## src/verilog/fmer_defs.vh

```
// constants of the supply, state-command and division fault monitor
// assumes a 25 MHz system clock and supply readings in millivolts
// Operation
// overvoltage sample counts up, else down
// fault raised when filter count reaches 50
// overvoltage clears after net 50 good samples
// overvoltage reported 0x3411, warning, 0x5, 0x2001
// undervoltage when either supply below 9 V
// undervoltage has own up/down filter counter
// undervoltage reported 0x3412, warning, 0x5, 0x2002
// undervoltage clears like overvoltage
// illegal state request flagged, code 0x5200
// fault to disabled with active error illegal
// legal state command clears illegal fault
// zero divisor flagged, code 0x6201, severe
// division fault forces fault, power cycle only
// report may wait up to 100 ms
// any fault present means safe state
// warnings only lead to fault hold, report
// severe fault leads to fault, reboot only
// sample tick periodic, 50 samples near 0.5 s
`ifndef FMER_DEFS_VH
`define FMER_DEFS_VH

// ****************************************
// timing
// ****************************************
`define FMER_CLK_HZ 25000000
`define FMER_TICK_PERIOD_US 10000
`define FMER_XVAL_DELAY_US 1000
`define FMER_XVAL_MAX_US 100000

// ****************************************
// supply thresholds and filter
// ****************************************
`define FMER_OV_LIMIT_MV 16'h8aac
`define FMER_UV_LIMIT_MV 16'h2328
`define FMER_FILTER_COUNT 6'h32

// ****************************************
// fault report records
// ****************************************
`define FMER_OV_CODE 16'h3411
`define FMER_OV_ERRREG 8'h05
`define FMER_OV_INDEX 16'h2001
`define FMER_UV_CODE 16'h3412
`define FMER_UV_ERRREG 8'h05
`define FMER_UV_INDEX 16'h2002
`define FMER_IL_CODE 16'h5200
`define FMER_IL_ERRREG 8'h21
`define FMER_IL_INDEX 16'h2003
`define FMER_DZ_CODE 16'h6201
`define FMER_DZ_ERRREG 8'h81
`define FMER_DZ_INDEX 16'h2004

// ****************************************
// device state machine codes
// ****************************************
`define FMER_ST_INIT 3'h0
`define FMER_ST_DISABLED 3'h1
`define FMER_ST_HOLD 3'h2
`define FMER_ST_ACTIVE 3'h3
`define FMER_ST_FAULT_HOLD 3'h4
`define FMER_ST_FAULT 3'h5
`define FMER_ST_FAULT_REACT 3'h6

`endif

```

## src/verilog/fmer_filter.v

```verilog
// up/down counting filter for one supply out-of-range condition
// assumes tick_i is a one-cycle pulse on the same clock
`timescale 1ns/100ps
`default_nettype none
module fmer_filter #(
	parameter CW = 6,
	parameter [CW-1:0] LIMIT = 6'h32
) (
	// clock and reset
	input wire clk_i,
	input wire rst_b_i,
	// sample in
	input wire tick_i,
	input wire bad_i,
	// filtered fault
	output reg fault_o
);

	reg [CW-1:0] cnt; // net count toward the next change of fault_o

	// ****************************************
	// filter counter
	// ****************************************
	// while clear, bad samples count up; while raised, good samples count up
	always @(posedge clk_i) begin
		if (!rst_b_i) begin
			cnt <= {CW{1'b0}};
			fault_o <= 1'b0;
		end else if (tick_i) begin
			// count toward or away
			if (bad_i != fault_o) begin
				// raise or clear at fifty
				if (cnt == LIMIT - 1'b1) begin
					cnt <= {CW{1'b0}};
					fault_o <= ~fault_o;
				end else begin
					cnt <= cnt + 1'b1;
				end
			end else if (cnt != {CW{1'b0}}) begin
				// saturate at zero so stale history does not pile up
				cnt <= cnt - 1'b1;
			end
		end
	end

endmodule // fmer_filter
`default_nettype wire

```

## src/verilog/fmer_top.v

```verilog
// fault monitor: supply filters, state-command checks, zero divisor
// and a serial fault report toward the network stack
// assumes all inputs come from logic on clk_i; no pin is sampled here
`timescale 1ns/100ps
`default_nettype none
`include "fmer_defs.vh"
module fmer_top #(
	parameter MVW = 16,
	parameter DVW = 16,
	parameter TICK_CYCLES = `FMER_CLK_HZ / 1000000 * `FMER_TICK_PERIOD_US,
	parameter XVAL_CYCLES = `FMER_CLK_HZ / 1000000 * `FMER_XVAL_DELAY_US
) (
	// clock and reset
	input wire clk_i,
	input wire rst_b_i,
	// supply readings in millivolts
	input wire [MVW-1:0] primary_supply_mv_i,
	input wire [MVW-1:0] secondary_supply_input_mv_i,
	// device state machine requests
	input wire dsm_req_valid_i,
	input wire [2:0] dsm_cur_state_i,
	input wire [2:0] dsm_req_state_i,
	input wire nmt_operational_i,
	// division operand check
	input wire div_valid_i,
	input wire [DVW-1:0] divisor_i,
	// fault flags
	output reg ov_fault_o,
	output reg uv_fault_o,
	output reg illegal_fault_o,
	output reg divzero_fault_o,
	output reg [7:0] error_register_o,
	// reactions
	output reg safe_state_o,
	output reg fault_hold_req_o,
	output reg fault_req_o,
	output reg dsm_req_legal_o,
	// fault report
	output reg emcy_valid_o,
	output reg [15:0] emcy_code_o,
	output reg [7:0] emcy_errreg_o,
	output reg [15:0] emcy_index_o,
	output reg emcy_severe_o
);

	// ****************************************
	// declarations
	// ****************************************
	localparam TCW = 24; // tick counter width
	localparam XCW = 24; // cross-check delay width
	// full-width terms first, then cut to the counter width on purpose
	localparam integer TICK_LAST_I = TICK_CYCLES - 1;
	localparam integer XVAL_LAST_I = XVAL_CYCLES - 1;
	localparam [TCW-1:0] TICK_LAST = TICK_LAST_I[TCW-1:0];
	localparam [XCW-1:0] XVAL_LAST = XVAL_LAST_I[XCW-1:0];
	// report sequencer, one-hot
	localparam [2:0] RP_IDLE = 3'h1;
	localparam [2:0] RP_WAIT = 3'h2;
	localparam [2:0] RP_SEND = 3'h4;

	reg [TCW-1:0] tick_cnt; // sample period divider
	reg tick; // one-cycle sample strobe
	reg ov_sample; // either supply above limit
	reg uv_sample; // either supply below limit
	wire ov_filt; // filtered overvoltage
	wire uv_filt; // filtered undervoltage
	reg [3:0] flags_q; // fault flags one cycle ago
	reg [3:0] pending; // faults still to be reported
	reg [3:0] next_pending;
	reg [2:0] rp_state; // report sequencer state
	reg [XCW-1:0] xval_cnt; // cross-check wait
	reg req_legal; // combinational check of the request
	reg any_err; // any fault flag set
	wire [3:0] flags;

	assign flags = {divzero_fault_o, illegal_fault_o, uv_fault_o, ov_fault_o};

	// ****************************************
	// sample tick
	// ****************************************
	// periodic sample tick
	always @(posedge clk_i) begin
		if (!rst_b_i) begin
			tick_cnt <= {TCW{1'b0}};
			tick <= 1'b0;
		end else if (tick_cnt == TICK_LAST) begin
			tick_cnt <= {TCW{1'b0}};
			tick <= 1'b1;
		end else begin
			tick_cnt <= tick_cnt + 1'b1;
			tick <= 1'b0;
		end
	end

	// ****************************************
	// threshold compare
	// ****************************************
	// registered so the filter sees values settled a cycle before the tick
	always @(posedge clk_i) begin
		if (!rst_b_i) begin
			ov_sample <= 1'b0;
			uv_sample <= 1'b0;
		end else begin
			// either supply above
			ov_sample <= (primary_supply_mv_i > `FMER_OV_LIMIT_MV) ||
				(secondary_supply_input_mv_i > `FMER_OV_LIMIT_MV);
			// either supply below
			uv_sample <= (primary_supply_mv_i < `FMER_UV_LIMIT_MV) ||
				(secondary_supply_input_mv_i < `FMER_UV_LIMIT_MV);
		end
	end

	// ****************************************
	// supply filters
	// ****************************************
	// overvoltage raise and clear
	fmer_filter #(
		.CW(6),
		.LIMIT(`FMER_FILTER_COUNT)
	) u_ov_filter (
		.clk_i(clk_i),
		.rst_b_i(rst_b_i),
		.tick_i(tick),
		.bad_i(ov_sample),
		.fault_o(ov_filt)
	);

	// own undervoltage counter
	// same clearing procedure
	fmer_filter #(
		.CW(6),
		.LIMIT(`FMER_FILTER_COUNT)
	) u_uv_filter (
		.clk_i(clk_i),
		.rst_b_i(rst_b_i),
		.tick_i(tick),
		.bad_i(uv_sample),
		.fault_o(uv_filt)
	);

	// ****************************************
	// state request check
	// ****************************************
	// legal moves of the device state machine; fault state leaves only by reboot
	always @* begin
		any_err = |flags;
		req_legal = 1'b0;
		case (dsm_cur_state_i)
			`FMER_ST_INIT: begin
				// disabling from init needs network operational
				req_legal = (dsm_req_state_i == `FMER_ST_DISABLED) && nmt_operational_i;
			end
			`FMER_ST_DISABLED: begin
				req_legal = (dsm_req_state_i == `FMER_ST_HOLD) ||
					(dsm_req_state_i == `FMER_ST_INIT);
			end
			`FMER_ST_HOLD: begin
				req_legal = (dsm_req_state_i == `FMER_ST_ACTIVE) ||
					(dsm_req_state_i == `FMER_ST_DISABLED);
			end
			`FMER_ST_ACTIVE: begin
				req_legal = (dsm_req_state_i == `FMER_ST_HOLD) ||
					(dsm_req_state_i == `FMER_ST_DISABLED);
			end
			`FMER_ST_FAULT_HOLD: begin
				// hold is accepted, the state machine itself waits for no errors
				req_legal = (dsm_req_state_i == `FMER_ST_HOLD) ||
					(dsm_req_state_i == `FMER_ST_DISABLED);
			end
			`FMER_ST_FAULT: begin
				// no exit while errors stand
				req_legal = 1'b0;
			end
			default: begin
				// transient or unknown state accepts nothing
				req_legal = 1'b0;
			end
		endcase
	end

	// ****************************************
	// fault flags
	// ****************************************
	// the division fault is cleared by reset only, which stands for power cycle
	always @(posedge clk_i) begin
		if (!rst_b_i) begin
			ov_fault_o <= 1'b0;
			uv_fault_o <= 1'b0;
			illegal_fault_o <= 1'b0;
			divzero_fault_o <= 1'b0;
			dsm_req_legal_o <= 1'b0;
		end else begin
			ov_fault_o <= ov_filt;
			uv_fault_o <= uv_filt;
			dsm_req_legal_o <= dsm_req_valid_i && req_legal;
			if (dsm_req_valid_i && !req_legal) begin
				// illegal request flagged
				illegal_fault_o <= 1'b1;
			end else if (dsm_req_valid_i && req_legal) begin
				// legal command clears
				illegal_fault_o <= 1'b0;
			end
			// zero divisor
			// sticky until power cycle
			if (div_valid_i && (divisor_i == {DVW{1'b0}})) begin
				divzero_fault_o <= 1'b1;
			end
		end
	end

	// ****************************************
	// reactions
	// ****************************************
	// severe faults win over warnings, so fault hold never overlaps fault
	always @(posedge clk_i) begin
		if (!rst_b_i) begin
			safe_state_o <= 1'b0;
			fault_hold_req_o <= 1'b0;
			fault_req_o <= 1'b0;
			error_register_o <= 8'h00;
		end else begin
			// any fault means safe
			safe_state_o <= any_err;
			// warnings only
			fault_hold_req_o <= (ov_fault_o || uv_fault_o || illegal_fault_o) &&
				!divzero_fault_o;
			// severe goes to fault
			fault_req_o <= divzero_fault_o;
			error_register_o <= (ov_fault_o ? `FMER_OV_ERRREG : 8'h00) |
				(uv_fault_o ? `FMER_UV_ERRREG : 8'h00) |
				(illegal_fault_o ? `FMER_IL_ERRREG : 8'h00) |
				(divzero_fault_o ? `FMER_DZ_ERRREG : 8'h00);
		end
	end

	// ****************************************
	// report queue
	// ****************************************
	// a new fault sets its pending bit; a bit sent in the same cycle stays set
	always @* begin
		next_pending = pending | (flags & ~flags_q);
		if (rp_state == RP_SEND) begin
			if (pending[3]) begin
				next_pending[3] = (flags[3] & ~flags_q[3]);
			end else if (pending[2]) begin
				next_pending[2] = (flags[2] & ~flags_q[2]);
			end else if (pending[1]) begin
				next_pending[1] = (flags[1] & ~flags_q[1]);
			end else begin
				next_pending[0] = (flags[0] & ~flags_q[0]);
			end
		end
	end

	// edge memory and queue
	always @(posedge clk_i) begin
		if (!rst_b_i) begin
			flags_q <= 4'h0;
			pending <= 4'h0;
		end else begin
			flags_q <= flags;
			pending <= next_pending;
		end
	end

	// ****************************************
	// report sequencer
	// ****************************************
	// waits a fixed cross-check time, then sends one record, highest first
	always @(posedge clk_i) begin
		if (!rst_b_i) begin
			rp_state <= RP_IDLE;
			xval_cnt <= {XCW{1'b0}};
			emcy_valid_o <= 1'b0;
			emcy_code_o <= 16'h0000;
			emcy_errreg_o <= 8'h00;
			emcy_index_o <= 16'h0000;
			emcy_severe_o <= 1'b0;
		end else begin
			emcy_valid_o <= 1'b0;
			case (rp_state)
				RP_IDLE: begin
					// start the wait when anything is queued
					xval_cnt <= {XCW{1'b0}};
					if (|pending) begin
						rp_state <= RP_WAIT;
					end
				end
				RP_WAIT: begin
					// bounded report delay
					if (xval_cnt == XVAL_LAST) begin
						rp_state <= RP_SEND;
					end else begin
						xval_cnt <= xval_cnt + 1'b1;
					end
				end
				RP_SEND: begin
					rp_state <= RP_IDLE;
					emcy_valid_o <= 1'b1;
					emcy_severe_o <= pending[3];
					if (pending[3]) begin
						// division record
						emcy_code_o <= `FMER_DZ_CODE;
						emcy_errreg_o <= `FMER_DZ_ERRREG;
						emcy_index_o <= `FMER_DZ_INDEX;
					end else if (pending[2]) begin
						// illegal command record
						emcy_code_o <= `FMER_IL_CODE;
						emcy_errreg_o <= `FMER_IL_ERRREG;
						emcy_index_o <= `FMER_IL_INDEX;
					end else if (pending[1]) begin
						// undervoltage record
						emcy_code_o <= `FMER_UV_CODE;
						emcy_errreg_o <= `FMER_UV_ERRREG;
						emcy_index_o <= `FMER_UV_INDEX;
					end else begin
						// overvoltage record
						emcy_code_o <= `FMER_OV_CODE;
						emcy_errreg_o <= `FMER_OV_ERRREG;
						emcy_index_o <= `FMER_OV_INDEX;
					end
				end
				default: begin
					// recover from an illegal code
					rp_state <= RP_IDLE;
				end
			endcase
		end
	end

endmodule // fmer_top
`default_nettype wire
```

## config.mk

```make
export PLATFORM = sky130hd
export DESIGN_NAME = fmer_top
export DESIGN_NICKNAME = d
export VERILOG_FILES = /design/src/verilog/fmer_filter.v /design/src/verilog/fmer_top.v
export VERILOG_INCLUDE_DIRS = /design/src /design/src/verilog
export SDC_FILE = /design/constraint.sdc
export NUM_CORES = 1
export LEC_CHECK = 0
export ABC_AREA = 1
export BUFFER_PORTS_ARGS = -buffer_cell sky130_fd_sc_hd__buf_2
export CAP_MARGIN = 25
export CORE_MARGIN = 2
export CORE_UTILIZATION = 40
export CTS_BUF_LIST = sky130_fd_sc_hd__clkbuf_16
export CTS_CLUSTER_DIAMETER = 200
export CTS_CLUSTER_SIZE = 20
export DETAILED_ROUTE_END_ITERATION = 16
export GPL_TIMING_DRIVEN = 0
export MAX_ROUTING_LAYER = met4
export SYNTH_ARGS = -nofsm -noshare
export SYNTH_HDL_FRONTEND = slang
export SYNTH_SLANG_ARGS = --single-unit
```

## constraint.sdc

```tcl
create_clock -name clk_i -period 5.1 [get_ports clk_i]
set_clock_uncertainty 0.05 [all_clocks]
set_input_delay 1.02 -clock clk_i [delete_from_list [all_inputs] [get_ports clk_i]]
set_output_delay 1.02 -clock clk_i [all_outputs]
set_load 0.01 [all_outputs]
```

; ---- Word-level counts from Yosys, hierarchy flattened
; Index checks and enable logic that the tools add are counted.
; W data, S select, Z words.
[classes]
addsub = 6
multipliers = 0
div_mod_pow = 0
order_cmp = 4
eq_ne = 19
n_shift = 0
mux = 35
bitwise = 17
reduce_logical = 33
[op_table]
columns = operator, n
row1 = $add A24 B1 Y24 const B, 2
row2 = $mux W6, 8
row3 = $pmux W24 S2, 1
row4 = $gt A16 B16 Y1 const B, 2
row5 = $lt A16 B14 Y1 const B, 2
row6 = $mux W15, 2
row7 = $eq A24 B15 Y1 const B, 1
row8 = $eq A24 B18 Y1 const B, 1
row9 = $mux W24, 1
row10 = $mux W3, 6
row11 = $logic_not A16 Y1, 1
row12 = $mux W8, 2
row13 = $eq A3 B2 Y1 const B, 5
row14 = $add A6 B1 Y6 const B, 2
row15 = $eq A6 B6 Y1 const B, 2
row16 = $reduce_bool A6 Y1, 2
row17 = $sub A6 B1 Y6 const B, 2
row18 = $eq A3 B1 Y1 const B, 3
row19 = $mux W1, 8
row20 = $mux W2, 4
row21 = $or A6 B8 Y8, 1
row22 = $reduce_and A2 Y1, 4
row23 = $reduce_bool A2 Y1, 4
row24 = $reduce_or A4 Y1, 2
row25 = 19 further kinds, 46
[word_totals]
regBits = 134
latch_bits = 0
mem_bits_rw = 0
rom_bits = 0
inputBits = 59
output_inout_bits = 58
word_cells = 140
memories = 0

; ---- Longest topological paths before layout
; Gate-level depths: netlist (run 1).
[logic_depth]
ltp_word = 7
depth_mapped = 11
ltp_nobuf = 11

; ---- Cells and area by module
; From an unflattened synthesis (run 1), not the netlist that was laid out.
[unflattened]
hier_cells = 926
area_unflattened_um2 = 5936.9
[by_module_without_submodules]
columns = module, n_inst, cells_each, area_per_inst_um2
row1 = fmer_top, 1, 720, 4678.2
row2 = fmer_filter, 2, 103, 629.4

; ---- Least setup slack after synthesis (run 1)
; OpenSTA, ideal clock, no wires.
[synth_timing]
path_kind = in2reg
start = input rst_b_i
end = register emcy_code_o[12]
setup_ns = 0.132
arrival_ns = 1.657
required_ns = 4.918
setup_slack_ns = 3.260
cell_stages = 4
path_buffers = 2
path_cell_list = inv_1 clkbuf_1 clkbuf_1 a21oi_1
[synth_rtl]
columns = element, line_no
row1 = from (decl), fmer_top.v:15  ; input wire rst_b_i,
row2 = to (signal assigned), fmer_top.v:303  ; emcy_code_o <= `FMER_DZ_CODE;
row3 = to (signal assigned), fmer_top.v:308  ; emcy_code_o <= `FMER_IL_CODE;
row4 = to (signal assigned), fmer_top.v:313  ; emcy_code_o <= `FMER_UV_CODE;
row5 = to (decl), fmer_top.v:40  ; output reg [15:0] emcy_code_o,
; No word-level cell between the ends.

==> metrics.txt, run 1 <==
Setup violations, final=0; first-pass GRT wire length=24.2 mm; Diodes inserted=0; Seq pwr share=0.455; combinational share of power=0.148; slowest CP cell=clkbuf_1; Max-Cap Viols=0; RSZ-0062 raised after global routing=no; WP buf/inv=3; Core ar.=0.0139 mm2; delay-heaviest family, CP=buffers and inverters; Clk network pwr share=0.397; dpl hpwl=11.2 mm; CP max stage delay=0.51 ns; Netlist Area Pre-Place=0.00568 mm2; Crit Path Class=input pin to flop; CTS tree=built; TNS Setup=0 ns; Arr. time, crit path=2.40 ns; DIE WIDTH=123 um; die area=0.0152 mm2; Placement Rows=43; slew at the pin closest to its max-slew limit=0.592 ns; #FFs+latches synth=97; Sw Ratio=0.281; final RePlAce weighted congestion=0.927; Int Power=0.00125 W; synth warn=0; Area growth syn-to-layout=18.7%; Final Hold Vio Count=0; # IOs=117; via count=5628; Total Wirelength=14.6 mm; router iterations before antenna repair=5; Period minus WS final=2.16 ns; critical path capture point type=flop; outcome=finished clean; drc violations=0; Max IR drop VDD=0.171 mV; Final Max Slew Viols=0; ys async rst share=0; vias in the first global route=5108; Seq/Total Area, Yosys=0.342; vias per cell=4.77; Setup crit start kind=input pin; Worst path most repeated cell=clkbuf_1; Syn Area/Cell=6.53 um2; EDFF count, synth=0; fin crit share=0.423; initial core utilization=0.409; largest net degree at the start of global routing=17; CTS Hold Buffers Added=0; H-tree levels=3; initial antenna violation count=0; clk_lat worst skew=0.35 ns; CTS buffer count=9; Remaining Overflow, GRT=0; input/output buffers=88; initial DRC count=432; CTS Root Cell=clkbuf_16; Achievable Freq=0.464 GHz; Pleak=2.97 nW; NetSw=0.000488 W; clock buffer depth=2; Relative slew margins=0.605; Nets=1064; Distinct cells, synth=47; share of cells above drive strength 1=0.172; worst hold path type=flop to flop; Main synth FF type=dfxtp_1; die height=123 um; Routed Antenna Nets=0; crit path max fanout=10; GRT Util Overall=0.209; crit-path cells=buf_2 -> clkbuf_1 -> clkbuf_1 -> o21ai_0 -> nor2_1; Pwr Density=257 mW/mm2; Mapped Cells=869; DR WL/cell=12.3 um; # clock sinks=97; Setup Buffers After CTS=0; Required @ worst endpoint=5.34 ns; post_cts resized=0; Final Util=0.486; clock slew at the register clock pins of the worst setup and hold paths=0.07 ns
[cells in the mapped netlist (2+ instances only)]
| cell | number | area share |
|---|---|---|
| xor2_1 | 11 | 0.017 |
| a21oi_2 | 2 | 0.0031 |
| nor4_1 | 5 | 0.0055 |
| o211ai_1 | 3 | 0.0040 |
| xnor2_2 | 2 | 0.0057 |
| buf_4 | 37 | 0.049 |
| clkbuf_1 | 8 | 0.0053 |
| inv_1 | 96 | 0.063 |
| a21oi_1 | 66 | 0.058 |
| buf_2 | 5 | 0.0044 |
| or2_2 | 2 | 0.0022 |
| nor3_2 | 5 | 0.0088 |
| nand2_2 | 2 | 0.0022 |
| inv_2 | 7 | 0.0046 |
| ha_1 | 10 | 0.022 |
| nand3b_1 | 3 | 0.0040 |
| dfxtp_1 | 97 | 0.34 |
| o21bai_1 | 2 | 0.0026 |
| nor3_1 | 9 | 0.0079 |
| o21ai_1 | 2 | 0.0018 |
| o21ai_0 | 38 | 0.034 |
| nand4_1 | 14 | 0.015 |
| buf_6 | 3 | 0.0060 |
| nand2_1 | 196 | 0.13 |
| and3_1 | 3 | 0.0033 |
| o22ai_1 | 4 | 0.0044 |
| a21boi_0 | 2 | 0.0026 |
| nor2_1 | 126 | 0.083 |
| or2_1 | 2 | 0.0022 |
| nor3b_1 | 3 | 0.0040 |
| nand3_1 | 85 | 0.075 |
| xnor2_1 | 3 | 0.0046 |
| a31oi_1 | 2 | 0.0022 |
[through the flow]
stage	hold slack [ns]	setup slack, ns	instance area, um2	instances	power [W]
2_1_floorplan	0.358	3.26	5780	896	0.000982
3_3_place_gp	0.366	2.55	6440	1164	0.00106
3_5_place_dp	0.372	2.55	6440	1164	0.00107
4_1_cts	0.382	2.93	6740	1180	0.00176
5_1_grt	0.404	2.75	6740	1180	0.00182
6_report	0.378	2.94	6740	1180	0.00173
[flip-flops by register name, indices dropped and copies added, names as in the netlist, 3 cells and up]
| signal | count |
|---|---|
| emcy_errreg_o | 3 |
| u_ov_filter.cnt | 6 |
| xval_cnt | 24 |
| pending | 4 |
| error_register_o | 3 |
| emcy_code_o | 5 |
| emcy_index_o | 3 |
| flags_q | 3 |
| u_uv_filter.cnt | 6 |
| rp_state | 3 |
| tick_cnt | 24 |
[metal layers]
metal	GRT usage	vias to the layer above	share of wire
li1	-	3004	-
met1	0.274	2488	0.49
met2	0.325	121	0.46
met3	0.0503	15	0.045
met4	0.0497	0	0.011
met5	-	-	0
[worst register-to-register path: cells and delay by family (launching register included)]
kind                     cells  cell delay, ns
AND/OR/NAND/NOR              7            0.69
buffers and inverters        2            0.22
AO/OA/AOI/OAI                1            0.13
adder cells (fa/ha/maj)      1            0.37
flip-flops                   1            0.45
[logic make-up (layout without fill, tap and decap cells)]
logic type	count (synthesis)	after routing	share of synthesized area
AND/OR/NAND/NOR	459	459	0.349
adder cells (fa/ha/maj)	10	10	0.0220
XOR/XNOR	16	16	0.0273
AO/OA/AOI/OAI	129	129	0.125
flip-flops	97	97	0.342
other	1	28	0.000661
buffers and inverters	157	261	0.133
[power groups by stage]
stage | Combinational (W) | Sequential [W] | Clock [W]
2_1_floorplan | 0.000178 | 0.000804 | 0
3_3_place_gp | 0.000259 | 0.000806 | 0
3_5_place_dp | 0.000259 | 0.000807 | 0
4_1_cts | 0.000260 | 0.000789 | 0.000706
5_1_grt | 0.000290 | 0.000791 | 0.000740
6_report | 0.000257 | 0.000789 | 0.000688
[cells in the final DEF (no fill, tap or decap), types with 3 or more instances in the layout]
cell type	n
nand3b_1	3
inv_1	97
nor3b_1	3
and3_1	3
buf_6	3
nand2_1	196
nor4_1	5
buf_4	37
nor2_1	126
ha_1	10
o211ai_1	3
inv_2	7
buf_2	93
a21oi_1	66
dfxtp_1	97
o22ai_1	4
xor2_1	11
nor3_1	9
clkbuf_16	9
nand3_1	85
nand4_1	14
xnor2_1	3
nor3_2	5
o21ai_0	38
conb_1	28
clkbuf_1	8
[final timing paths]
| kind | slack, ns | endpoint | startpoint | cells past startpoint |
|---|---|---|---|---|
| hold / removal | 0.38 | pending[0] | flags_q[0] | 1 |
| hold reg to reg | 0.38 | pending[0] | flags_q[0] | 1 |
| setup / recovery | 2.94 | emcy_index_o[1] | rst_b_i | 5 |
| setup reg to reg | 3.08 | xval_cnt[8] | xval_cnt[0] | 11 |
[layout make-up]
| class | instances | area, um2 |
|---|---|---|
| Inverter | 104 | 390 |
| Clock buffer | 9 | 225 |
| Buffer | 53 | 367 |
| Clock inverter | 7 | 71.3 |
| Sequential cell | 97 | 1940 |
| Fill cell | 1470 | 7140 |
| Tap cell | 180 | 225 |
| Timing Repair Buffer | 88 | 440 |
| Multi-Input combinational cell | 642 | 3080 |
Note: power is estimated with default switching activity, not from simulation.
==> run 2: changes to the inputs <==
==> constraint.sdc (replaced) <==
create_clock -name clk_i -period 2.05 [get_ports clk_i]
set_clock_uncertainty 0.05 [all_clocks]
set_input_delay 0.41 -clock clk_i [delete_from_list [all_inputs] [get_ports clk_i]]
set_output_delay 0.41 -clock clk_i [all_outputs]
set_load 0.01 [all_outputs]
==> run 2 against run 1 <==
Against the previous run: core utilization up 0.099 points; first-iteration DRC count is the same; die area did not move; hold slack got worse by 0.13 ns; wire length down 0.27%; sequential power up 150%; design area rose by 0.20%; critical path depth is 2 higher; non-clock buffer count stayed put; combinational power up 150%; clock-buffer cell count is the same; critical path type is now flop to flop; largest cell class unchanged.
==> metrics.txt, run 2 (synthesis gave the netlist of run 1 again) <==
FILL cells=1469 (was 1470); Layout Cells excl Fill=1180 (unchanged); Nets=1064 (unchanged); Pleak=2.97 nW (about the same); Relative slew margins=0.607 (was 0.605); R2R cell count=7 (was 11); CTS Root Cell=clkbuf_16 (unchanged); vias in the first global route=5108 (unchanged); largest net degree at the start of global routing=17 (unchanged); Max IR drop VDD=0.427 mV (was 0.171 mV); Final Util=0.487 (was 0.486); Arr. time, crit path=2.09 ns (was 2.40 ns); Multi-input gate area=0.00309 mm2 (was 0.00308 mm2); Setup crit start kind=flop (was input pin); reg-to-reg critical path endpoint=tick_cnt[18] (was xval_cnt[8]); die area=0.0152 mm2 (unchanged); storage element area=0.00194 mm2 (about the same); crit-path cells=ha_1 -> nand2_1 -> nor2_4 -> nand4_1 -> nand2_1 -> clkbuf_4 -> a21oi_1 (was buf_2 -> clkbuf_1 -> clkbuf_1 -> o21ai_0 -> nor2_1); Worst path most repeated cell=nand2_1 (was clkbuf_1); share of cells above drive strength 1=0.174 (was 0.172); slew at the pin closest to its max-slew limit=0.590 ns (was 0.592 ns); RSZ-0062 raised after global routing=no (unchanged); clock buffer depth=2 (unchanged); via count=5629 (was 5628); Routed Antenna Nets=0 (unchanged); Pwr Density=639 mW/mm2 (was 257 mW/mm2); Hold Crit Endpoint=dsm_req_legal_o (was pending[0]); final std cell area, no fill=0.00675 mm2 (was 0.00674 mm2); Post-Place Cells=1164 (unchanged); initial DRC count=432 (unchanged); DIE WIDTH=123 um (unchanged); input/output buffers=88 (unchanged); Area growth syn-to-layout=19.0% (was 18.7%); vias per cell=4.77 (about the same); Crit Path Class=flop to flop (was input pin to flop); clk_lat worst skew=0.36 ns (was 0.35 ns); router iterations before antenna repair=5 (unchanged); pre-CTS setup slack=-0.00578 ns (was 2.55 ns); Max-Cap Viols=0 (unchanged); worst hold path type=input pin to flop (was flop to flop); # IOs=117 (unchanged); most common cell after layout, fill and taps aside=nand2_1 (unchanged); Remaining Overflow, GRT=0 (unchanged); final setup margin=0.152 ns (was 2.94 ns); hold slack=0.248 ns (was 0.378 ns); Post-DP Area=0.00644 mm2 (unchanged); drc violations=0 (unchanged); CTS buffer count=9 (unchanged); critical path capture point type=flop (unchanged); # clock sinks=97 (unchanged); DR WL/cell=12.3 um (about the same); Final Max Slew Viols=0 (unchanged); CTS Hold Buffers Added=0 (unchanged); post_cts resized=0 (unchanged); WP buf/inv=1 (was 3); Hold Path Origin=dsm_req_state_i[2] (was flags_q[0]); GRT Util Overall=0.209 (unchanged); initial core utilization=0.409 (unchanged); slowest CP cell=dfxtp_1 (was clkbuf_1); clock slew at the register clock pins of the worst setup and hold paths=0.07 ns (about the same); Largest regs=tick_cnt (24), xval_cnt (24) (unchanged); Diodes inserted=0 (unchanged); most frequent cells in the layout=196 x nand2_1, 126 x nor2_1, 97 x inv_1, 96 x dfxtp_1, 91 x buf_2 (was 196 x nand2_1, 126 x nor2_1, 97 x inv_1, 97 x dfxtp_1, 93 x buf_2); die height=123 um (unchanged); Core ar.=0.0139 mm2 (unchanged); WHS Path Cells=4 (was 1); worst reg-to-reg setup slack=0.15 ns (was 3.08 ns); outcome=finished clean (unchanged); Achievable Freq=0.527 GHz; CTS tree=built (unchanged); H-tree levels=3 (unchanged); Total Wirelength=14.5 mm (was 14.6 mm); Setup Buffers After CTS=0 (unchanged); crit path max fanout=10 (unchanged); Required @ worst endpoint=2.24 ns (was 5.34 ns); Placement Rows=43 (unchanged); final RePlAce weighted congestion=0.927 (unchanged); Final Hold Vio Count=0 (unchanged); initial antenna violation count=0 (unchanged); dpl hpwl=11.2 mm (unchanged); fin crit share=0.926; CP max stage delay=0.40 ns (was 0.51 ns); Setup violations, final=0 (unchanged); Period minus WS final=1.90 ns; delay-heaviest family, CP=simple AND/OR/NAND/NOR gates (was buffers and inverters); worst reg2reg startpoint=tick_cnt[0] (was xval_cnt[0]); first-pass GRT wire length=24.2 mm (unchanged)
-- run 2: changes by cell type in the layout (fill, tap and decap cells not counted) --
cell      previous run  this run
dfxtp_2              0         1
nor2_2               1         0
nor2_4               0         1
ha_1                10         9
buf_2               93        91
clkbuf_4             0         2
ha_2                 0         1
dfxtp_1             97        96
-- run 2: area by class of cell --
cell class	instances	share of cell area
Multi-Input combinational cell	642	0.457
Sequential cell	97	0.288
Timing Repair Buffer	88	0.0652
Inverter	104	0.0578
Buffer	53	0.0550
Clock buffer	9	0.0333
Tap cell	180	0.0333
Clock inverter	7	0.0106
-- run 2: how the worst max path moves through the flow --
stage / from / endpoint / slack [ns] / cells after the start
final: tick_cnt[0] / tick_cnt[18] / 0.15 / 7
after global routing: tick_cnt[0] / tick_cnt[14] / 0.02 / 7
after CTS: tick_cnt[0] / tick_cnt[18] / 0.002 / 7
after detailed placement: tick_cnt[0] / tick_cnt[14] / -0.006 / 7
after global placement: tick_cnt[0] / tick_cnt[19] / 0.006 / 7
after floorplan: xval_cnt[0] / xval_cnt[2] / 0.41 / 11
-- run 2: routing by layer --
metal	vias to the layer above	wire length, um	global-route usage
met2	124	6600	0.325
met4	0	166	0.0497
li1	3004	-	-
met1	2486	7030	0.274
met5	-	0	-
met3	15	721	0.0503
-- run 2: per-stage QoR --
stage                     power [W]  setup TNS [ns]
after floorplan             0.00244               0
after global placement      0.00265               0
after detailed placement    0.00265         -0.0114
after CTS                   0.00437               0
after global routing        0.00453               0
final                       0.00432               0
-- run 2: worst register-to-register path, cell delays in order (launching register included) --
cell	delay, ns
dfxtp_1	0.40
ha_1	0.28
nand2_1	0.13
nor2_4	0.20
nand4_1	0.17
nand2_1	0.23
clkbuf_4	0.27
a21oi_1	0.06
-- run 2: power breakdown --
| group | switching, W | internal [W] | leakage (nW) |
|---|---|---|---|
| clock network | 0.000767 | 0.000946 | 0.145 |
| logic | 0.000404 | 0.000234 | 2.04 |
| registers | 0.0000396 | 0.00193 | 0.784 |
| total | 0.00121 | 0.00311 | 2.97 |
==> run 3: changes to the inputs <==
--- a/config.mk
+++ b/config.mk
@@ -10,7 +10,7 @@
 export BUFFER_PORTS_ARGS = -buffer_cell sky130_fd_sc_hd__buf_2
 export CAP_MARGIN = 25
 export CORE_MARGIN = 2
-export CORE_UTILIZATION = 40
+export CORE_UTILIZATION = 34
 export CTS_BUF_LIST = sky130_fd_sc_hd__clkbuf_16
 export CTS_CLUSTER_DIAMETER = 200
 export CTS_CLUSTER_SIZE = 20
==> run 3 against run 2 <==
Against the previous run: sequential share of layout area down 0.22 points; core utilization down 7.3 points; combinational power up 3%; global-route usage down 3.7 points; register-to-register slack about the same; critical path depth unchanged; worst setup slack better by 0.0091 ns; maximum frequency up 0.48%; hold slack better by 0.0054 ns; first-iteration DRC count down 15%; via count up 1.4%; design area up 0.76%; critical path type unchanged; largest power group unchanged.
==> metrics.txt, run 3 (synthesis gave the netlist of run 1 again) <==
Crit Path Class=flop to flop (unchanged); Pwr Density=635 mW/mm2 (was 639 mW/mm2); Pleak=2.97 nW (about the same); Setup violations, final=0 (unchanged); initial DRC count=366 (was 432); Placement Rows=47 (was 43); worst reg-to-reg setup slack=0.16 ns (was 0.15 ns); Total Wirelength=14.6 mm (was 14.5 mm); # IOs=117 (unchanged); WHS Path Cells=4 (unchanged); Diodes inserted=0 (unchanged); initial core utilization=0.345 (was 0.409); Final Util=0.413 (was 0.487); slew at the pin closest to its max-slew limit=0.634 ns (was 0.590 ns); critical path capture point type=flop (unchanged); router iterations before antenna repair=5 (unchanged); DR WL/cell=12.0 um (was 12.3 um); largest net degree at the start of global routing=20 (was 17); Max-Cap Viols=0 (unchanged); initial antenna violation count=0 (unchanged); FILL cells=1818 (was 1469); clock buffer depth=2 (unchanged); hold slack=0.253 ns (was 0.248 ns); dpl hpwl=11.3 mm (was 11.2 mm); Core ar.=0.0165 mm2 (was 0.0139 mm2); Required @ worst endpoint=2.25 ns (was 2.24 ns); final RePlAce weighted congestion=0.941 (was 0.927); Arr. time, crit path=2.09 ns (about the same); Final Max Slew Viols=0 (unchanged); Nets=1064 (unchanged); input/output buffers=88 (unchanged); die area=0.0177 mm2 (was 0.0152 mm2); DIE WIDTH=133 um (was 123 um); # clock sinks=97 (unchanged); worst reg2reg startpoint=tick_cnt[0] (unchanged); Remaining Overflow, GRT=0 (unchanged); CTS Root Cell=clkbuf_16 (unchanged); Max IR drop VDD=0.424 mV (was 0.427 mV); clk_lat worst skew=0.37 ns (was 0.36 ns); Period minus WS final=1.89 ns (was 1.90 ns); Tot Pwr=0.00432 W (about the same); crit path max fanout=10 (unchanged); Relative slew margins=0.577 (was 0.607); Final Hold Vio Count=0 (unchanged); Largest regs=tick_cnt (24), xval_cnt (24) (unchanged); vias in the first global route=5063 (was 5108); CTS Hold Buffers Added=0 (unchanged); fin crit share=0.921 (was 0.926); Achievable Freq=0.529 GHz (was 0.527 GHz); Hold Crit Endpoint=dsm_req_legal_o (unchanged); outcome=finished clean (unchanged); CTS buffer count=9 (unchanged); GRT Util Overall=0.172 (was 0.209); Area growth syn-to-layout=19.9% (was 19.0%); die height=133 um (was 123 um); CTS tree=built (unchanged); first-pass GRT wire length=24.1 mm (was 24.2 mm); clock slew at the register clock pins of the worst setup and hold paths=0.07 ns (about the same); R2R cell count=7 (unchanged); vias per cell=4.68 (was 4.77); reg-to-reg critical path endpoint=tick_cnt[14] (was tick_cnt[18]); most common cell after layout, fill and taps aside=nand2_1 (unchanged); H-tree levels=3 (unchanged); share of cells above drive strength 1=0.177 (was 0.174); drc violations=0 (unchanged); most frequent cells in the layout=195 x nand2_1, 126 x nor2_1, 96 x inv_1, 96 x dfxtp_1, 92 x buf_2 (was 196 x nand2_1, 126 x nor2_1, 97 x inv_1, 96 x dfxtp_1, 91 x buf_2); via count=5708 (was 5629); worst hold path type=input pin to flop (unchanged); Routed Antenna Nets=0 (unchanged); Hold Path Origin=dsm_req_state_i[2] (unchanged); Setup crit start kind=flop (unchanged)
run 3: per-stage QoR:
| step | cells | TNS, ns | setup WS, ns | instance area [um2] |
|---|---|---|---|---|
| finish | 1220 | 0 | 0.161 | 6810 |
| global route | 1220 | -0.00343 | -0.00343 | 6810 |
| CTS | 1220 | 0 | 0.00397 | 6790 |
| detailed placement | 1204 | 0 | 0.0186 | 6490 |
| global placement | 1204 | 0 | 0.0117 | 6490 |
| floorplan | 896 | 0 | 0.411 | 5780 |
run 3: worst max-delay path by stage:
stage,from,cells past startpoint,slack (ns),end
4_1_cts,xval_cnt[0],11,0.004,xval_cnt[4]
6_report,tick_cnt[0],7,0.16,tick_cnt[14]
5_1_grt,tick_cnt[0],7,-0.003,tick_cnt[14]
3_3_place_gp,xval_cnt[0],11,0.01,xval_cnt[1]
3_5_place_dp,xval_cnt[0],11,0.02,xval_cnt[4]
2_1_floorplan,xval_cnt[0],11,0.41,xval_cnt[2]
run 3: layout make-up:
class | count | area, um2 | share of cell area
Timing Repair Buffer | 88 | 440 | 0.0647
Clock buffer | 9 | 225 | 0.0331
Inverter | 104 | 390 | 0.0574
Buffer | 53 | 369 | 0.0542
Clock inverter | 7 | 72.6 | 0.0107
Sequential cell | 97 | 1940 | 0.286
Tap cell | 220 | 275 | 0.0404
Multi-Input combinational cell | 642 | 3090 | 0.454
run 3: power by group:
| part | leakage [nW] | switching, W | internal (W) |
|---|---|---|---|
| sequential | 0.784 | 0.0000406 | 0.00192 |
| clock | 0.143 | 0.000837 | 0.000859 |
| combinational | 2.04 | 0.000422 | 0.000234 |
run 3: what timing repair did:
item                       CTS  global route
gates resized for setup      0             5
setup endpoints to repair    0            46
buffers inserted             0             0
run 3: critical path, cell delays in order (launching register included):
cell	delay [ns]
dfxtp_1	0.40
ha_1	0.29
nand2_1	0.14
nor2_4	0.19
nand4_1	0.20
nand2_2	0.18
buf_2	0.25
nor2_1	0.07
run 3: per-layer routing:
layer,track usage,up-vias,part of all wire
li1,-,3013,-
met2,0.274,127,0.46
met5,-,-,0
met1,0.223,2553,0.47
met4,0.0485,0,0.013
met3,0.0358,15,0.051
